[config.mk]
export PLATFORM = sky130hd
export DESIGN_NAME = pid_regulator
export DESIGN_NICKNAME = d
export VERILOG_FILES = /design/src/pid_reg_pkg.sv /design/src/pid_divider.sv /design/src/pid_regulator.sv
export VERILOG_INCLUDE_DIRS = /design/src
export SDC_FILE = /design/constraint.sdc
export NUM_CORES = 2
export LEC_CHECK = 0
export ABC_AREA = 1
export BUFFER_PORTS_ARGS = -buffer_cell sky130_fd_sc_hd__buf_2
export CAP_MARGIN = 20
export CORE_ASPECT_RATIO = 0.9
export CORE_MARGIN = 4
export CORE_UTILIZATION = 55
export CTS_CLUSTER_SIZE = 28
export DETAILED_ROUTE_END_ITERATION = 6
export HOLD_SLACK_MARGIN = 0.15
export PLACE_DENSITY = 0.71
export SLEW_MARGIN = 20
export SYNTH_ARGS = -nofsm -noshare
export SYNTH_HDL_FRONTEND = slang
export SYNTH_HIERARCHICAL = 1
export SYNTH_SLANG_ARGS = --single-unit
[constraint.sdc]
create_clock -name clk_sys_i -period 23.1 [get_ports clk_sys_i]
set_input_delay 0 -clock clk_sys_i [delete_from_list [all_inputs] [get_ports clk_sys_i]]
set_output_delay 0 -clock clk_sys_i [all_outputs]
set_load 0.03 [all_outputs]
[src/pid_reg_consts.svh]
// register map, reset values, legal ranges, scale factors and timing for the process regulator
`ifndef PID_REG_CONSTS_SVH
`define PID_REG_CONSTS_SVH

// ----------------------------------------------------------------
// register offsets (byte addresses)
// ----------------------------------------------------------------
`define RG_CTRL 8'h00
`define RG_SP1 8'h04
`define RG_SP2 8'h08
`define RG_RREF 8'h0C
`define RG_BFB1 8'h10
`define RG_BFB2 8'h14
`define RG_KP 8'h18
`define RG_TI 8'h1C
`define RG_TD 8'h20
`define RG_DGAIN 8'h24
`define RG_TAU 8'h28
`define RG_HFREQ 8'h2C
`define RG_FMIN 8'h30
`define RG_FMAX 8'h34
`define RG_STATUS 8'h38
`define RG_FBF 8'h3C
`define RG_DEMAND 8'h40

// ----------------------------------------------------------------
// reset values and legal ranges
// ----------------------------------------------------------------
`define CTRL_RST 8'h21
`define KP_RST 16'h0029
`define KP_MAX 32'h0000A000
`define TI_MAX 32'h000F41DC
`define TD_MAX 32'h000003E8
`define DG_MIN 32'h00000032
`define DG_MAX 32'h000001F4
`define TAU_MIN 32'h00000001
`define TAU_MAX 32'h000003E8
`define FMAX_RST 16'h01F4
`define KP_FRAC 12
`define DER_SCALE 20'h0000A

// ----------------------------------------------------------------
// timing
// ----------------------------------------------------------------
`define SAMPLE_US 10000
`define CLK_NS 5
`define SAMPLE_CYCLES_DEF (`SAMPLE_US * 1000 / `CLK_NS)

`endif

[src/pid_reg_pkg.sv]
// types shared by the process regulator files
package pid_reg_pkg;
   typedef enum logic [3:0] {
      CMB_MIN, CMB_MAX, CMB_SUM, CMB_DIFF, CMB_AVG,
      CMB_ZONE_MIN, CMB_ZONE_MAX, CMB_FB1, CMB_FB2
   } combine_e;
   typedef enum logic [2:0] {ST_WAIT, ST_FILT, ST_ERR, ST_INT, ST_DER, ST_OUT} calc_state_e;
   typedef enum logic [1:0] {PH_STOP, PH_RAMP, PH_REG} run_phase_e;
   typedef struct packed {
      logic start;
      logic closed_loop;
      logic integrator_clamp_enable;
      logic loop_direction_select;
      combine_e feedback_combine_select;
   } ctrl_s;
   typedef struct packed {
      logic [7:0] addr;
      logic [31:0] wdata;
      logic wr;
      logic rd;
   } reg_req_s;
   typedef struct packed {
      logic cur_lim;
      logic volt_lim;
   } limit_s;
endpackage

[src/pid_divider.sv]
// sequential signed-by-unsigned divider, quotient truncated toward zero
`timescale 1ns/1ps
module pid_divider #(
   parameter int DW = 32,
   parameter int VW = 20
) (
   input wire logic clk_sys_i,
   input wire logic rst_i,
   input wire logic start_i,
   input wire logic signed [DW-1:0] num_i,
   input wire logic [VW-1:0] den_i,
   output logic done_o,
   output logic signed [DW-1:0] quo_o
);
   localparam int CW = $clog2(DW + 1);
   logic [DW-1:0] q_reg;
   logic [VW:0] acc_reg;
   logic [VW-1:0] den_reg;
   logic [CW-1:0] cnt_reg;
   logic neg_reg;
   logic busy_reg;
   logic [VW:0] shifted;
   logic fits;

   assign shifted = {acc_reg[VW-1:0], q_reg[DW-1]};
   assign fits = shifted >= {1'b0, den_reg};

   // one quotient bit per clock; caller never passes a zero divisor
   always_ff @(posedge clk_sys_i or posedge rst_i) begin
      if (rst_i) begin
         q_reg <= '0;
         acc_reg <= '0;
         den_reg <= '0;
         cnt_reg <= '0;
         neg_reg <= 1'b0;
         busy_reg <= 1'b0;
         done_o <= 1'b0;
         quo_o <= '0;
      end else begin
         done_o <= 1'b0;
         if (start_i) begin
            q_reg <= num_i[DW-1] ? DW'(-num_i) : num_i;
            neg_reg <= num_i[DW-1];
            den_reg <= den_i;
            acc_reg <= '0;
            cnt_reg <= CW'(DW);
            busy_reg <= 1'b1;
         end else if (busy_reg) begin
            acc_reg <= fits ? (shifted - {1'b0, den_reg}) : shifted;
            q_reg <= {q_reg[DW-2:0], fits};
            cnt_reg <= cnt_reg - CW'(1);
            if (cnt_reg == CW'(1)) begin
               busy_reg <= 1'b0;
               done_o <= 1'b1;
               quo_o <= neg_reg ? -$signed({q_reg[DW-2:0], fits}) : $signed({q_reg[DW-2:0], fits});
            end
         end
      end
   end
endmodule

[src/pid_regulator.sv]
// process feedback combiner, lowpass filter and PID law with start-up handover
//
// The strobed register port and the address map are this design's own decisions.
`timescale 1ns/1ps
`include "pid_reg_consts.svh"

// Notes on behaviour
// minimum mode regulates on lower feedback
// maximum mode, the default, uses higher
// each feedback is bus value plus analog
// sum mode adds feedbacks, reference on setpoint1
// difference mode is feedback2 minus feedback1
// average mode takes mean, reference on setpoint1
// zone minimum picks larger signed setpoint gap
// zone minimum reference joins the chosen setpoint
// zone maximum picks smaller signed setpoint gap
// zone maximum reference joins the chosen setpoint
// single feedback modes use one input only
// setpoint2 acts only closed loop, zone modes; code also uses it in the feedback2 mode
// normal direction: rising feedback lowers output
// anti-windup tracks output, suspends until sign
// without anti-windup integrator keeps accumulating
// open-loop ramp to handover frequency first
// current limit before handover keeps regulator off
// proportional gain 0.00 to 10.00, default 0.01
// integral time 0.01..9999 s or off
// derivative follows error change, zero is off
// derivative gain clamped to ceiling 5..50
// first-order feedback lowpass, tau 0.01..10 s
// fixed sample period, saturating signed arithmetic
module pid_regulator #(
   parameter int SAMPLE_CYCLES = `SAMPLE_CYCLES_DEF
) (
   input wire logic clk_sys_i,
   input wire logic rst_i,
   input wire pid_reg_pkg::reg_req_s req_i,
   output logic [31:0] rd_data_o,
   input wire logic signed [15:0] fb1_pin_i,
   input wire logic signed [15:0] fb2_pin_i,
   input wire pid_reg_pkg::limit_s limit_pin_i,
   input wire logic [15:0] out_freq_i,
   output logic [15:0] freq_demand_o,
   output logic regulating_o
);
   import pid_reg_pkg::*;

   function automatic logic signed [15:0] sat16(input logic signed [31:0] v);
      if (v > 32'sd32767) return 16'sh7FFF;
      if (v < -32'sd32768) return -16'sh8000;
      return v[15:0];
   endfunction

   function automatic logic signed [31:0] sat32(input logic signed [33:0] v);
      if (v > 34'sh07FFFFFFF) return 32'sh7FFFFFFF;
      if (v < -34'sh080000000) return -32'sh80000000;
      return v[31:0];
   endfunction

   function automatic logic [31:0] clampu(input logic [31:0] v, input logic [31:0] lo,
                                          input logic [31:0] hi);
      return (v < lo) ? lo : ((v > hi) ? hi : v);
   endfunction

   // ----------------------------------------------------------------
   // software registers
   // ----------------------------------------------------------------
   ctrl_s ctrl_reg;
   logic signed [15:0] sp1_reg, sp2_reg, rref_reg, bfb1_reg, bfb2_reg;
   logic [15:0] kp_reg, hfreq_reg, fmin_reg, fmax_reg;
   logic [19:0] ti_reg;
   logic [9:0] td_reg, tau_reg;
   logic [8:0] dgain_reg;

   // range limits applied on write so the datapath never sees illegal settings
   always_ff @(posedge clk_sys_i or posedge rst_i) begin
      if (rst_i) begin
         ctrl_reg <= `CTRL_RST;
         sp1_reg <= '0;
         sp2_reg <= '0;
         rref_reg <= '0;
         bfb1_reg <= '0;
         bfb2_reg <= '0;
         kp_reg <= `KP_RST;
         ti_reg <= '0;
         td_reg <= '0;
         dgain_reg <= 9'(`DG_MIN);
         tau_reg <= 10'(`TAU_MIN);
         hfreq_reg <= '0;
         fmin_reg <= '0;
         fmax_reg <= `FMAX_RST;
      end else if (req_i.wr) begin
         unique case (req_i.addr)
            `RG_CTRL: ctrl_reg <= req_i.wdata[7:0];
            `RG_SP1: sp1_reg <= req_i.wdata[15:0];
            `RG_SP2: sp2_reg <= req_i.wdata[15:0];
            `RG_RREF: rref_reg <= req_i.wdata[15:0];
            `RG_BFB1: bfb1_reg <= req_i.wdata[15:0];
            `RG_BFB2: bfb2_reg <= req_i.wdata[15:0];
            `RG_KP: kp_reg <= 16'(clampu(req_i.wdata, '0, `KP_MAX));
            `RG_TI: ti_reg <= 20'(clampu(req_i.wdata, '0, `TI_MAX));
            `RG_TD: td_reg <= 10'(clampu(req_i.wdata, '0, `TD_MAX));
            `RG_DGAIN: dgain_reg <= 9'(clampu(req_i.wdata, `DG_MIN, `DG_MAX));
            `RG_TAU: tau_reg <= 10'(clampu(req_i.wdata, `TAU_MIN, `TAU_MAX));
            `RG_HFREQ: hfreq_reg <= req_i.wdata[15:0];
            `RG_FMIN: fmin_reg <= req_i.wdata[15:0];
            `RG_FMAX: fmax_reg <= req_i.wdata[15:0];
            default: ;
         endcase
      end
   end

   // ----------------------------------------------------------------
   // pin synchronisers: a change counts once stages two and three agree
   // ----------------------------------------------------------------
   localparam int PW = 34;
   logic [PW-1:0] pin_s1_reg, pin_s2_reg, pin_s3_reg, pin_q_reg;
   logic signed [15:0] an1, an2;
   limit_s lim_q;

   always_ff @(posedge clk_sys_i or posedge rst_i) begin
      if (rst_i) begin
         pin_s1_reg <= '0;
         pin_s2_reg <= '0;
         pin_s3_reg <= '0;
         pin_q_reg <= '0;
      end else begin
         pin_s1_reg <= {fb1_pin_i, fb2_pin_i, limit_pin_i};
         pin_s2_reg <= pin_s1_reg;
         pin_s3_reg <= pin_s2_reg;
         if (pin_s2_reg == pin_s3_reg) pin_q_reg <= pin_s3_reg;
      end
   end
   assign {an1, an2, lim_q} = pin_q_reg;

   // ----------------------------------------------------------------
   // feedback combination
   // ----------------------------------------------------------------
   logic signed [15:0] fb1, fb2, d1, d2, fb_c, sp_c, ref_c;
   logic zsel2;

   assign fb1 = sat16(32'(bfb1_reg) + 32'(an1));
   assign fb2 = sat16(32'(bfb2_reg) + 32'(an2));
   assign d1 = sat16(32'(sp1_reg) - 32'(fb1));
   assign d2 = sat16(32'(sp2_reg) - 32'(fb2));

   // the second setpoint is only reached by the zone and second-input selections
   always_comb begin
      zsel2 = 1'b0;
      fb_c = fb1;
      sp_c = sp1_reg;
      unique case (ctrl_reg.feedback_combine_select)
         CMB_MIN: fb_c = (fb1 < fb2) ? fb1 : fb2;
         CMB_MAX: fb_c = (fb1 > fb2) ? fb1 : fb2;
         CMB_SUM: fb_c = sat16(32'(fb1) + 32'(fb2));
         CMB_DIFF: fb_c = sat16(32'(fb2) - 32'(fb1));
         CMB_AVG: fb_c = 16'((32'(fb1) + 32'(fb2)) >>> 1);
         CMB_ZONE_MIN: zsel2 = d2 > d1;
         CMB_ZONE_MAX: zsel2 = d2 < d1;
         CMB_FB1: fb_c = fb1;
         CMB_FB2: begin
            fb_c = fb2;
            sp_c = sp2_reg;
         end
         default: fb_c = (fb1 > fb2) ? fb1 : fb2;
      endcase
      if (zsel2) begin
         fb_c = fb2;
         sp_c = sp2_reg;
      end
   end
   assign ref_c = sat16(32'(sp_c) + 32'(rref_reg));

   // ----------------------------------------------------------------
   // sample tick; time settings in hundredths of a second equal samples
   // ----------------------------------------------------------------
   logic [31:0] tick_cnt_reg;
   logic tick_reg;

   always_ff @(posedge clk_sys_i or posedge rst_i) begin
      if (rst_i) begin
         tick_cnt_reg <= '0;
         tick_reg <= 1'b0;
      end else begin
         // wrap on the count itself so the period is exactly SAMPLE_CYCLES
         tick_reg <= tick_cnt_reg == 32'(SAMPLE_CYCLES - 1);
         tick_cnt_reg <= (tick_cnt_reg == 32'(SAMPLE_CYCLES - 1)) ? '0 : tick_cnt_reg + 32'd1;
      end
   end

   // ----------------------------------------------------------------
   // start-up handover
   // ----------------------------------------------------------------
   run_phase_e phase_reg;
   logic run_req;
   assign run_req = ctrl_reg.start && ctrl_reg.closed_loop;

   always_ff @(posedge clk_sys_i or posedge rst_i) begin
      if (rst_i) begin
         phase_reg <= PH_STOP;
      end else begin
         unique case (phase_reg)
            PH_STOP: if (run_req) phase_reg <= PH_RAMP;
            PH_RAMP: begin
               if (!run_req) phase_reg <= PH_STOP;
               else if (out_freq_i >= hfreq_reg && !lim_q.cur_lim) phase_reg <= PH_REG;
            end
            PH_REG: if (!run_req) phase_reg <= PH_STOP;
         endcase
      end
   end

   // ----------------------------------------------------------------
   // sampled calculation: filter, error, integral step, derivative
   // ----------------------------------------------------------------
   calc_state_e state_reg;
   logic div_go_reg, div_done;
   logic signed [31:0] div_num_reg, div_quo;
   logic [19:0] div_den_reg;
   logic signed [15:0] fbf_reg, ref_hold_reg, e_reg, err_c;
   logic signed [31:0] p_reg, p_c, dp_reg, iq_reg, d_reg;
   logic signed [47:0] p_full;
   logic [19:0] mult10;

   assign err_c = ctrl_reg.loop_direction_select ?
                  sat16(32'(fbf_reg) - 32'(ref_hold_reg)) :
                  sat16(32'(ref_hold_reg) - 32'(fbf_reg));
   assign p_full = $signed({1'b0, kp_reg}) * err_c;
   assign p_c = 32'(p_full >>> `KP_FRAC);
   // derivative multiplier: time in samples, capped by the ceiling (tenths)
   assign mult10 = (20'(td_reg) * `DER_SCALE < 20'(dgain_reg)) ?
                   20'(td_reg) * `DER_SCALE : 20'(dgain_reg);

   always_ff @(posedge clk_sys_i or posedge rst_i) begin
      if (rst_i) begin
         state_reg <= ST_WAIT;
         div_go_reg <= 1'b0;
         div_num_reg <= '0;
         div_den_reg <= '0;
         fbf_reg <= '0;
         ref_hold_reg <= '0;
         e_reg <= '0;
         p_reg <= '0;
         dp_reg <= '0;
         iq_reg <= '0;
         d_reg <= '0;
      end else begin
         div_go_reg <= 1'b0;
         unique case (state_reg)
            ST_WAIT: if (tick_reg) begin
               div_num_reg <= 32'(fb_c) - 32'(fbf_reg);
               div_den_reg <= 20'(tau_reg);
               div_go_reg <= 1'b1;
               ref_hold_reg <= ref_c;
               state_reg <= ST_FILT;
            end
            ST_FILT: if (div_done) begin
               fbf_reg <= sat16(div_quo + 32'(fbf_reg));
               state_reg <= ST_ERR;
            end
            ST_ERR: begin
               e_reg <= err_c;
               p_reg <= p_c;
               dp_reg <= sat32(34'(p_c) - 34'(p_reg));
               div_num_reg <= p_c;
               div_den_reg <= (ti_reg == '0) ? 20'd1 : ti_reg;
               div_go_reg <= 1'b1;
               state_reg <= ST_INT;
            end
            ST_INT: if (div_done) begin
               iq_reg <= (ti_reg == '0) ? '0 : div_quo;
               div_num_reg <= 32'(dp_reg * $signed({1'b0, mult10}));
               div_den_reg <= `DER_SCALE;
               div_go_reg <= 1'b1;
               state_reg <= ST_DER;
            end
            ST_DER: if (div_done) begin
               d_reg <= div_quo;
               state_reg <= ST_OUT;
            end
            ST_OUT: state_reg <= ST_WAIT;
         endcase
      end
   end

   pid_divider #(.DW(32), .VW(20)) u_div (
      .clk_sys_i(clk_sys_i),
      .rst_i(rst_i),
      .start_i(div_go_reg),
      .num_i(div_num_reg),
      .den_i(div_den_reg),
      .done_o(div_done),
      .quo_o(div_quo)
   );

   // ----------------------------------------------------------------
   // integrator, anti-windup and frequency demand
   // ----------------------------------------------------------------
   logic signed [31:0] integ_reg;
   logic susp_reg, e_sign_reg, limited_c;
   logic signed [33:0] u_raw;
   logic [15:0] u_clamp;

   assign u_raw = 34'(integ_reg) + 34'(p_reg) + 34'(d_reg);
   assign u_clamp = (u_raw < 34'($signed({1'b0, fmin_reg}))) ? fmin_reg :
                    ((u_raw > 34'($signed({1'b0, fmax_reg}))) ? fmax_reg : u_raw[15:0]);
   assign limited_c = lim_q.cur_lim || lim_q.volt_lim ||
                      u_raw != 34'($signed({1'b0, u_clamp}));
   // while suspended the demand follows the stage so no bump on release
   always_ff @(posedge clk_sys_i or posedge rst_i) begin
      if (rst_i) begin
         integ_reg <= '0;
         susp_reg <= 1'b0;
         e_sign_reg <= 1'b0;
         freq_demand_o <= '0;
         regulating_o <= 1'b0;
      end else begin
         regulating_o <= phase_reg == PH_REG && !susp_reg;
         if (phase_reg != PH_REG) begin
            integ_reg <= 32'(out_freq_i);
            susp_reg <= 1'b0;
            freq_demand_o <= (phase_reg == PH_RAMP) ? hfreq_reg : '0;
         end else if (state_reg == ST_OUT) begin
            if (ctrl_reg.integrator_clamp_enable && susp_reg) begin
               integ_reg <= 32'(out_freq_i);
               freq_demand_o <= out_freq_i;
               if (e_reg == '0 || e_reg[15] != e_sign_reg) susp_reg <= 1'b0;
            end else if (ctrl_reg.integrator_clamp_enable && limited_c) begin
               integ_reg <= 32'(out_freq_i);
               susp_reg <= 1'b1;
               e_sign_reg <= e_reg[15];
               freq_demand_o <= out_freq_i;
            end else begin
               integ_reg <= sat32(34'(integ_reg) + 34'(iq_reg));
               susp_reg <= 1'b0;
               freq_demand_o <= u_clamp;
            end
         end
      end
   end

   // ----------------------------------------------------------------
   // register read port, data one cycle after the strobe
   // ----------------------------------------------------------------
   always_ff @(posedge clk_sys_i or posedge rst_i) begin
      if (rst_i) begin
         rd_data_o <= '0;
      end else begin
         rd_data_o <= '0;
         if (req_i.rd) begin
            unique case (req_i.addr)
               `RG_CTRL: rd_data_o <= 32'(ctrl_reg);
               `RG_SP1: rd_data_o <= 32'(unsigned'(sp1_reg));
               `RG_SP2: rd_data_o <= 32'(unsigned'(sp2_reg));
               `RG_RREF: rd_data_o <= 32'(unsigned'(rref_reg));
               `RG_BFB1: rd_data_o <= 32'(unsigned'(bfb1_reg));
               `RG_BFB2: rd_data_o <= 32'(unsigned'(bfb2_reg));
               `RG_KP: rd_data_o <= 32'(kp_reg);
               `RG_TI: rd_data_o <= 32'(ti_reg);
               `RG_TD: rd_data_o <= 32'(td_reg);
               `RG_DGAIN: rd_data_o <= 32'(dgain_reg);
               `RG_TAU: rd_data_o <= 32'(tau_reg);
               `RG_HFREQ: rd_data_o <= 32'(hfreq_reg);
               `RG_FMIN: rd_data_o <= 32'(fmin_reg);
               `RG_FMAX: rd_data_o <= 32'(fmax_reg);
               `RG_STATUS: rd_data_o <= 32'({susp_reg, phase_reg, state_reg});
               `RG_FBF: rd_data_o <= 32'(unsigned'(fbf_reg));
               `RG_DEMAND: rd_data_o <= 32'(freq_demand_o);
               default: rd_data_o <= '0;
            endcase
         end
      end
   end
endmodule

# Yosys cells after proc, flatten, opt, wreduce, memory -nomap -nowiden
# Index checks and enable logic that the tools add are counted.
[word_totals]
reg_bits = 789
input_bits = 94
out_inout_bits = 49
wordCells = 379
[classes]
add_sub_neg = 20
multipliers = 3
magnitude_cmp = 40
n_eq_ne = 44
muxes = 175
n_bitwise = 3
n_reduce_logical = 44
[op_table]
columns = ["cell", "n"]
rows = [
  ["$mux 16", 55],
  ["$mux 32", 20],
  ["$pmux 20 s17", 1],
  ["$mux 20", 9],
  ["$gt 17x16->1 const B", 8],
  ["$lt 17x16->1 const B", 8],
  ["$sub 16x16->17", 6],
  ["$gt 32x16->1 const B", 3],
  ["$pmux 16 s6", 1],
  ["$pmux 32 s3", 1],
  ["$add 16x16->17", 4],
  ["$mux 1", 67],
  ["$eq 8x6->1 const B", 8],
  ["$lt 32x1->1 const B", 2],
  ["$lt 32x16->1 const B", 2],
  ["$neg 32->32", 2],
  ["$pmux 20 s3", 1],
  ["$reduce_and 2->1", 19],
  ["$add 33x32->34", 1],
  ["$eq 34x34->1", 1],
  ["$gt 34x17->1", 1],
  ["$lt 34x17->1", 1],
  ["$ne 34x17->1", 1],
  ["$add 32x21->33", 1],
  ["66 further kinds", 106],
]

# Depth between registers and ports, before layout
[logic_depth]
ltp_word = 23
ltp_mapped = 88
ltp_nobuf = 85

# Hierarchy
# The synthesis kept the hierarchy.
[by_module_without_submodules]
columns = ["mod", "instances", "cells_per_inst", "area_per_inst_um2", "seq_area_each_um2"]
rows = [
  ["pid_regulator", 1, 8142, 63264.4, 16409.5],
  ["pid_divider", 1, 1035, 7408.4, 2827.7],
]

# Least setup slack after synthesis
# OpenSTA, ideal clock, no wires.
[synth_timing]
path_kind = "flip-flop to flip-flop"
startpoint = "reg bfb2_reg[0]"
endpoint = "reg ref_hold_reg[12]"
setup_ps = 78
arrival_ps = 10722
required_time_ps = 23022
path_slack_ps = 12300
path_stages_with_launch = 73
path_buffers = 4
synth_period_minus_slack_ps = 10800
path_cell_list = "dfrtp_1 ha_1 inv_1 fa_1 inv_1 a31oi_1 o21ai_0 a21oi_1 o21bai_1 a21oi_1 o21ai_0 a21oi_1 o21bai_1 nand2_1 nand4_1 o21ai_0 inv_1 nand3_1 [... 37 more ...] inv_1 fa_1 nand3b_1 and2_1 o221ai_1 a21oi_1 o21bai_1 a21oi_1 o21bai_1 a21oi_1 o21ai_0 nand2_1 a22oi_1 nand2_1 nand2_1 clkbuf_1 nor2_1 a21oi_1"
[synth_between]
elab_chain_cells = 21
elab_cells_between_ends = 31
classes_between = "3 x add/sub; 8 x order compare; 20 x mux"
[synth_rtl]
columns = ["element", "line", "text"]
rows = [
  ["from (decl)", "pid_regulator.sv:68", "logic signed [15:0] sp1_reg, sp2_reg, rref_reg, bfb1_reg, bfb2_reg;"],
  ["from (signal assigned)", "pid_regulator.sv:98", "`RG_BFB2: bfb2_reg <= req_i.wdata[15:0];"],
  ["$add 16x16->17 (*)", "pid_regulator.sv:142", "assign fb2 = sat16(32'(bfb2_reg) + 32'(an2));"],
  ["$lt 17x16->1", "pid_regulator.sv:49", "if (v < -32'sd32768) return -16'sh8000;"],
  ["$mux 1 (2 in a row)", "pid_regulator.sv:49", ""],
  ["$mux 16", "pid_regulator.sv:50", "return v[15:0];"],
  ["$mux 16 (*)", "pid_regulator.sv:49", ""],
  ["$sub 16x16->17 (*)", "pid_regulator.sv:144", "assign d2 = sat16(32'(sp2_reg) - 32'(fb2));"],
  ["$lt 17x16->1", "pid_regulator.sv:49", ""],
  ["$mux 1 (2 in a row)", "pid_regulator.sv:49", ""],
  ["[... 2 more ...]", "--", ""],
  ["$lt 16x16->1 / $gt 16x16->1 (equally long branches)", "pid_regulator.sv:158, pid_regulator.sv:157", ""],
  ["$pmux 1 s2 (*)", "pid_regulator.sv:151", "unique case (ctrl_reg.feedback_combine_select)"],
  ["$mux 16 (*)", "pid_regulator.sv:166", "if (zsel2) begin"],
  ["$add 16x16->17 (*)", "pid_regulator.sv:171", "assign ref_c = sat16(32'(sp_c) + 32'(rref_reg));"],
  ["$lt 17x16->1", "pid_regulator.sv:49", ""],
  ["$mux 1 (2 in a row)", "pid_regulator.sv:49", ""],
  ["$mux 16", "pid_regulator.sv:50", ""],
  ["$mux 16 (*)", "pid_regulator.sv:49", ""],
  ["to (signal assigned)", "pid_regulator.sv:253", "ref_hold_reg <= ref_c;"],
  ["to (decl)", "pid_regulator.sv:219", "logic signed [15:0] fbf_reg, ref_hold_reg, e_reg, err_c;"],
]
# Every way passes the cells marked *; elsewhere a longest branch is shown, timed or not. The select of a mux whose other input is x is not followed.
# A chain may end at the register's enable or synchronous reset.

# Final worst setup path
[layout_timing]
startpoint = "reg bfb2_reg[0]"
endpoint = "reg div_num_reg[24]"
[layout_between]
elab_chain_cells = 18
elab_cells_between_ends = 52
classes_between = "5 x add/sub; 12 x order compare; 35 x mux"
[layout_rtl]
columns = ["element", "line", "text"]
rows = [
  ["$add 16x16->17 (*)", "pid_regulator.sv:142", ""],
  ["$lt 17x16->1", "pid_regulator.sv:49", ""],
  ["$mux 1 (2 in a row)", "pid_regulator.sv:49", ""],
  ["$mux 16", "pid_regulator.sv:50", ""],
  ["$mux 16 (*)", "pid_regulator.sv:49", ""],
  ["$sub 16x16->17, or another cell as far along", "pid_regulator.sv:144", ""],
  ["$lt 17x16->1 / $lt 32x16->1 (equally long branches)", "pid_regulator.sv:49", ""],
  ["$mux 1 (2 in a row)", "pid_regulator.sv:49", ""],
  ["$mux 16 / $mux 1 (equally long branches)", "pid_regulator.sv:50, pid_regulator.sv:151", ""],
  ["$mux 16, on equally long branches", "pid_regulator.sv:49, pid_regulator.sv:50", ""],
  ["$lt 16x16->1, or another cell as far along", "pid_regulator.sv:158", "CMB_ZONE_MAX: zsel2 = d2 < d1;"],
  ["$pmux 1 s2 / $pmux 16 s6 (equally long branches)", "pid_regulator.sv:151", ""],
  ["$mux 16 (*)", "pid_regulator.sv:166", ""],
  ["$sub 16x16->17 (*)", "pid_regulator.sv:250", "div_num_reg <= 32'(fb_c) - 32'(fbf_reg);"],
  ["$mux 32 (*)", "pid_regulator.sv:249", "ST_WAIT: if (tick_reg) begin"],
  ["$pmux 32 s3 (*)", "pid_regulator.sv:248", "unique case (state_reg)"],
  ["to (signal assigned)", "pid_regulator.sv:250", ""],
  ["to (signal assigned)", "pid_regulator.sv:264", "div_num_reg <= p_c;"],
  ["to (signal assigned)", "pid_regulator.sv:271", "div_num_reg <= 32'(dp_reg * $signed({1'b0, mult10}));"],
  ["to (decl)", "pid_regulator.sv:217", "logic signed [31:0] div_num_reg, div_quo;"],
]
# Marks and branches as above.

==> flow_summary_export.csv <==
group,metric,value,unit
worst_hold_path,timing.hold.worst.start,"req_i[7]",
detailed_routing,detail_route.drc_violations,1,
detailed_routing,route.antenna.remaining_nets,0,
place,gp_congestion,1.01,
sta,fmax,74.6,MHz
grt,globalRouteMet2Util,57.7,%
sta,grt_setup_unrepaired,"false",
floorplan,die_y,348,um
sta,worst_clock_skew,0.0507,ns
logic_synthesis,ys_async_sr_fraction,100,%
cts,clock_tree.root_cell,"sky130_fd_sc_hd__clkbuf_16",
logic_synthesis,netlist_instances,9177,
place,placed_cell_area,73100,sq um
detailed_routing,drt_pre_antenna_iters,7,
place,post-place-cells,10900,
logic_synthesis,avgSynthCellArea,7.70,sq um
worst_setup_path,crit_path_required_time,23.68,ns
worst_setup_path,slowest_stage,"sky130_fd_sc_hd__a21oi_1",
sta,final.period_utilization,58.0,%
outcome,failed_checks,"DRC",
final_layout,synthToLayoutAreaGrowth,9.74,%
grt,met1_usage,50.5,%
worst_setup_path,critical_path_peak_fanout,16,
floorplan,placeableCoreArea,127000,sq um
pwr,max-vdd-ir-drop,0.0689,mV
cts,cts.htree.levels,3,
cts,cts-buffers-inserted,85,
pwr,leakagePower,0.0409,uW
place,dp.final_hpwl,198,mm
final_layout,mostFrequentLayoutCells,"sky130_fd_sc_hd__nand2_1, sky130_fd_sc_hd__inv_1, sky130_fd_sc_hd__dfrtp_1",
sta,fin_setup_tns,0,ns
worst_setup_path,cp_common_cell,"sky130_fd_sc_hd__nand2_1",
cts,worst_setup_hold_path_clk_slew,0.06,ns
run,cap_violations,0,
grt,gr-usage-met3,7.55,%
sta,timing.slew.headroom,18.2,%
floorplan,rows,124,
sta,finalHoldViolations,0,
final_layout,drive_above_1_share,5.46,%
worst_setup_path,worst-r2r-setup-slack,9.70,ns
floorplan,top_level_ports,143,
logic_synthesis,yosys_warnings,6,
pwr,total_power_divided_by_cell_area,60.0,nW/um^2
logic_synthesis,syn_area,70700,sq um
detailed_routing,detail_route.iter0.violations,6509,
worst_setup_path,cpPeakStageDelay,0.58,ns
final_layout,most_common_library_cell_in_the_layout_ignoring_fill_and_taps,"sky130_fd_sc_hd__nand2_1",
floorplan,fp.dieW,386,um
logic_synthesis,dominantRegCellSynth,"sky130_fd_sc_hd__dfrtp_1",
worst_setup_path,startpoint,"bfb2_reg[0]$_DFFE_PP0P_",
worst_hold_path,hold_depth,4,
cts,clock_tree_from_tritoncts,"yes",
sta,slew_violations,0,
final_layout,final_net_count,10600,
sta,min_period,13.40,ns
grt,initial_antenna_violation_count,12,
worst_hold_path,hold_path.class,"in2reg",
grt,top_usage_layer,"met2",
grt,grt_use_total,37.1,%
logic_synthesis,synth-edff-count,0,
logic_synthesis,ys_ff_latch,768,
grt,pin_count_of_the_biggest_net_entering_global_routing,157,
worst_hold_path,whs_endpoint,"kp_reg[5]$_DFFE_PP1P_",
worst_setup_path,critPathTopFamily,"compound AO/OA/AOI/OAI gates",
worst_setup_path,critical_path.startpoint_type,"flop",
detailed_routing,detail_route.wl_per_cell,22.3,um
cts,clock_latency_late_sink,0.74,ns
worst_setup_path,arrival,13.98,ns
cts,count_of_instances_resized_after_the_clock_tree_is_built,0,
worst_setup_path,reg2reg_from,"bfb2_reg[0]$_DFFE_PP0P_",
worst_setup_path,critPathKind,"reg2reg",
detailed_routing,vias,64500,
worst_setup_path,worstRegToRegCells,77,
place,buffers_added_on_ports,130,
grt,wire_length_of_the_first_global_routing_pass,382,mm
detailed_routing,drt-total-wl,249,mm
sta,timing.final.setup_violations,0,
floorplan,fp.dieArea,134000,sq um
logic_synthesis,synth.lib_cells_used.distinct,80,
final_layout,final_cell_count_no_fill,11200,
sta,worst_pin_slew,1.21,ns
logic_synthesis,synth.yosys.seq_area_share,27.2,%
outcome,status,"finished, violations left",
grt,overflow,0,
worst_setup_path,crit_buf_inv,9,
final_layout,postLayoutCellArea,77600,sq um
floorplan,initial_utilization,55.5,%
pwr,total_power,4660,uW
grt,first_global_vias,63100,
cts,sink_count_of_the_clock_tree,768,
cts,clk_path_buf_depth,3,
worst_setup_path,critical_path.reg2reg.endpoint,"div_num_reg[24]$_DFFE_PP0P_",
detailed_routing,post_drt_via_cell_ratio,5.77,
final_layout,final.fill_count,11600,
worst_setup_path,end_kind,"flop",
==> cell families after synthesis <==
group                      Yosys count  share of synthesized area, %
and+or+nand+nor                   3551                          20.9
buffers and inverters             1769                          9.59
AOI/OAI and AO/OA                 1665                          13.4
adders and majority gates         1086                          24.5
DFF                                768                          27.2
xor gates and xnor gates           276                          3.42
muxes                               60                         0.944
other                                2                        0.0106
==> worst register-to-register path: cells and delay by family, from the launching register on <==
kind	cells	cell delay, ns
adders and majority gates	6	1.94
AOI/OAI and AO/OA	33	5.60
and+or+nand+nor	29	3.49
buffers and inverters	9	1.81
DFF	1	0.40
==> final cells by class <==
cell class                      count  area, sq um  share of cell area [%]
Multi-Input combinational cell   6750        45100                    58.2
Sequential cell                   768        19200                    24.8
Inverter                         1486         5590                    7.21
Timing Repair Buffer              314         2410                    3.11
Clock buffer                      104         2260                    2.91
Tap cell                         1701         2130                    2.74
Clock inverter                     51          796                    1.03
Antenna cell                        7         17.5                  0.0226
==> layer usage <==
layer	routed length (um)	share of wire [%]
met1	104000	42
met2	110000	44
met3	22100	8.9
met4	13100	5.3
met5	69	0.028
==> worst max path at each step <==
stage                                  end  slack [ns]  cells after the start
6_report       div_num_reg[24]$_DFFE_PP0P_        9.70                     77
5_1_grt        div_num_reg[24]$_DFFE_PP0P_        8.42                     75
4_1_cts        div_num_reg[24]$_DFFE_PP0P_        9.95                     75
3_5_place_dp   div_num_reg[24]$_DFFE_PP0P_       10.05                     75
3_3_place_gp   div_num_reg[31]$_DFFE_PP0P_       10.28                     77
2_1_floorplan      bfb1_reg[0]$_DFFE_PP0P_        4.77                      1
==> cells in the mapped netlist, types with 15 or more instances <==
library cell	count	area share, %
sky130_fd_sc_hd__nand2_1	2111	11
sky130_fd_sc_hd__inv_1	1443	7.7
sky130_fd_sc_hd__dfrtp_1	753	27
sky130_fd_sc_hd__nor2_1	676	3.6
sky130_fd_sc_hd__o21ai_0	663	4.7
sky130_fd_sc_hd__ha_1	588	10
sky130_fd_sc_hd__a21oi_1	524	3.7
sky130_fd_sc_hd__fa_1	498	14
sky130_fd_sc_hd__nand3_1	407	2.9
sky130_fd_sc_hd__clkbuf_1	208	1.1
sky130_fd_sc_hd__xor2_1	190	2.4
sky130_fd_sc_hd__nor3_1	94	0.67
sky130_fd_sc_hd__xnor2_1	86	1.1
sky130_fd_sc_hd__nand4_1	83	0.73
sky130_fd_sc_hd__a31oi_1	60	0.53
sky130_fd_sc_hd__o21ai_1	56	0.40
sky130_fd_sc_hd__o21bai_1	55	0.58
sky130_fd_sc_hd__mux2_2	53	0.84
sky130_fd_sc_hd__nor4_1	52	0.46
sky130_fd_sc_hd__o22ai_1	43	0.38
sky130_fd_sc_hd__o221ai_1	37	0.46
sky130_fd_sc_hd__a221oi_1	34	0.42
sky130_fd_sc_hd__or2_2	32	0.28
sky130_fd_sc_hd__buf_1	31	0.16
sky130_fd_sc_hd__o211ai_1	31	0.33
sky130_fd_sc_hd__a211oi_1	27	0.29
sky130_fd_sc_hd__clkinv_1	27	0.14
sky130_fd_sc_hd__o21a_1	24	0.25
sky130_fd_sc_hd__nand3b_1	22	0.23
sky130_fd_sc_hd__a21o_1	21	0.22
sky130_fd_sc_hd__a21boi_0	17	0.18
sky130_fd_sc_hd__and2_1	17	0.15
sky130_fd_sc_hd__o2111ai_1	16	0.20
sky130_fd_sc_hd__buf_2	15	0.11
sky130_fd_sc_hd__buf_4	15	0.16
sky130_fd_sc_hd__dfstp_2	15	0.56
sky130_fd_sc_hd__inv_2	15	0.080
==> power by group <==
group	internal (uW)	leakage [uW]	switching, uW	total (uW)
Combinational	601	0.0293	1150	1750
Sequential	1380	0.0102	44.5	1420
Clock	848	0.00146	639	1490
Total	2830	0.0409	1830	4660
==> stage by stage <==
step / hold slack, ns / util, % / worst slack [ns]
floorplan: 0.0314 / - / 4.77
global placement: 0.109 / 57.4 / 10.28
detailed placement: 0.109 / 57.4 / 10.05
CTS: 0.162 / 60.8 / 9.95
global route: 0.200 / 60.9 / 8.42
finish: 0.181 / 60.9 / 9.70
==> timing repair <==
action / CTS / global route
hold buffers: 127 / 0
buffers inserted: 0 / 0
endpoints found under the hold margin: 400 / 0
Note: power is estimated with default switching activity, not from simulation.
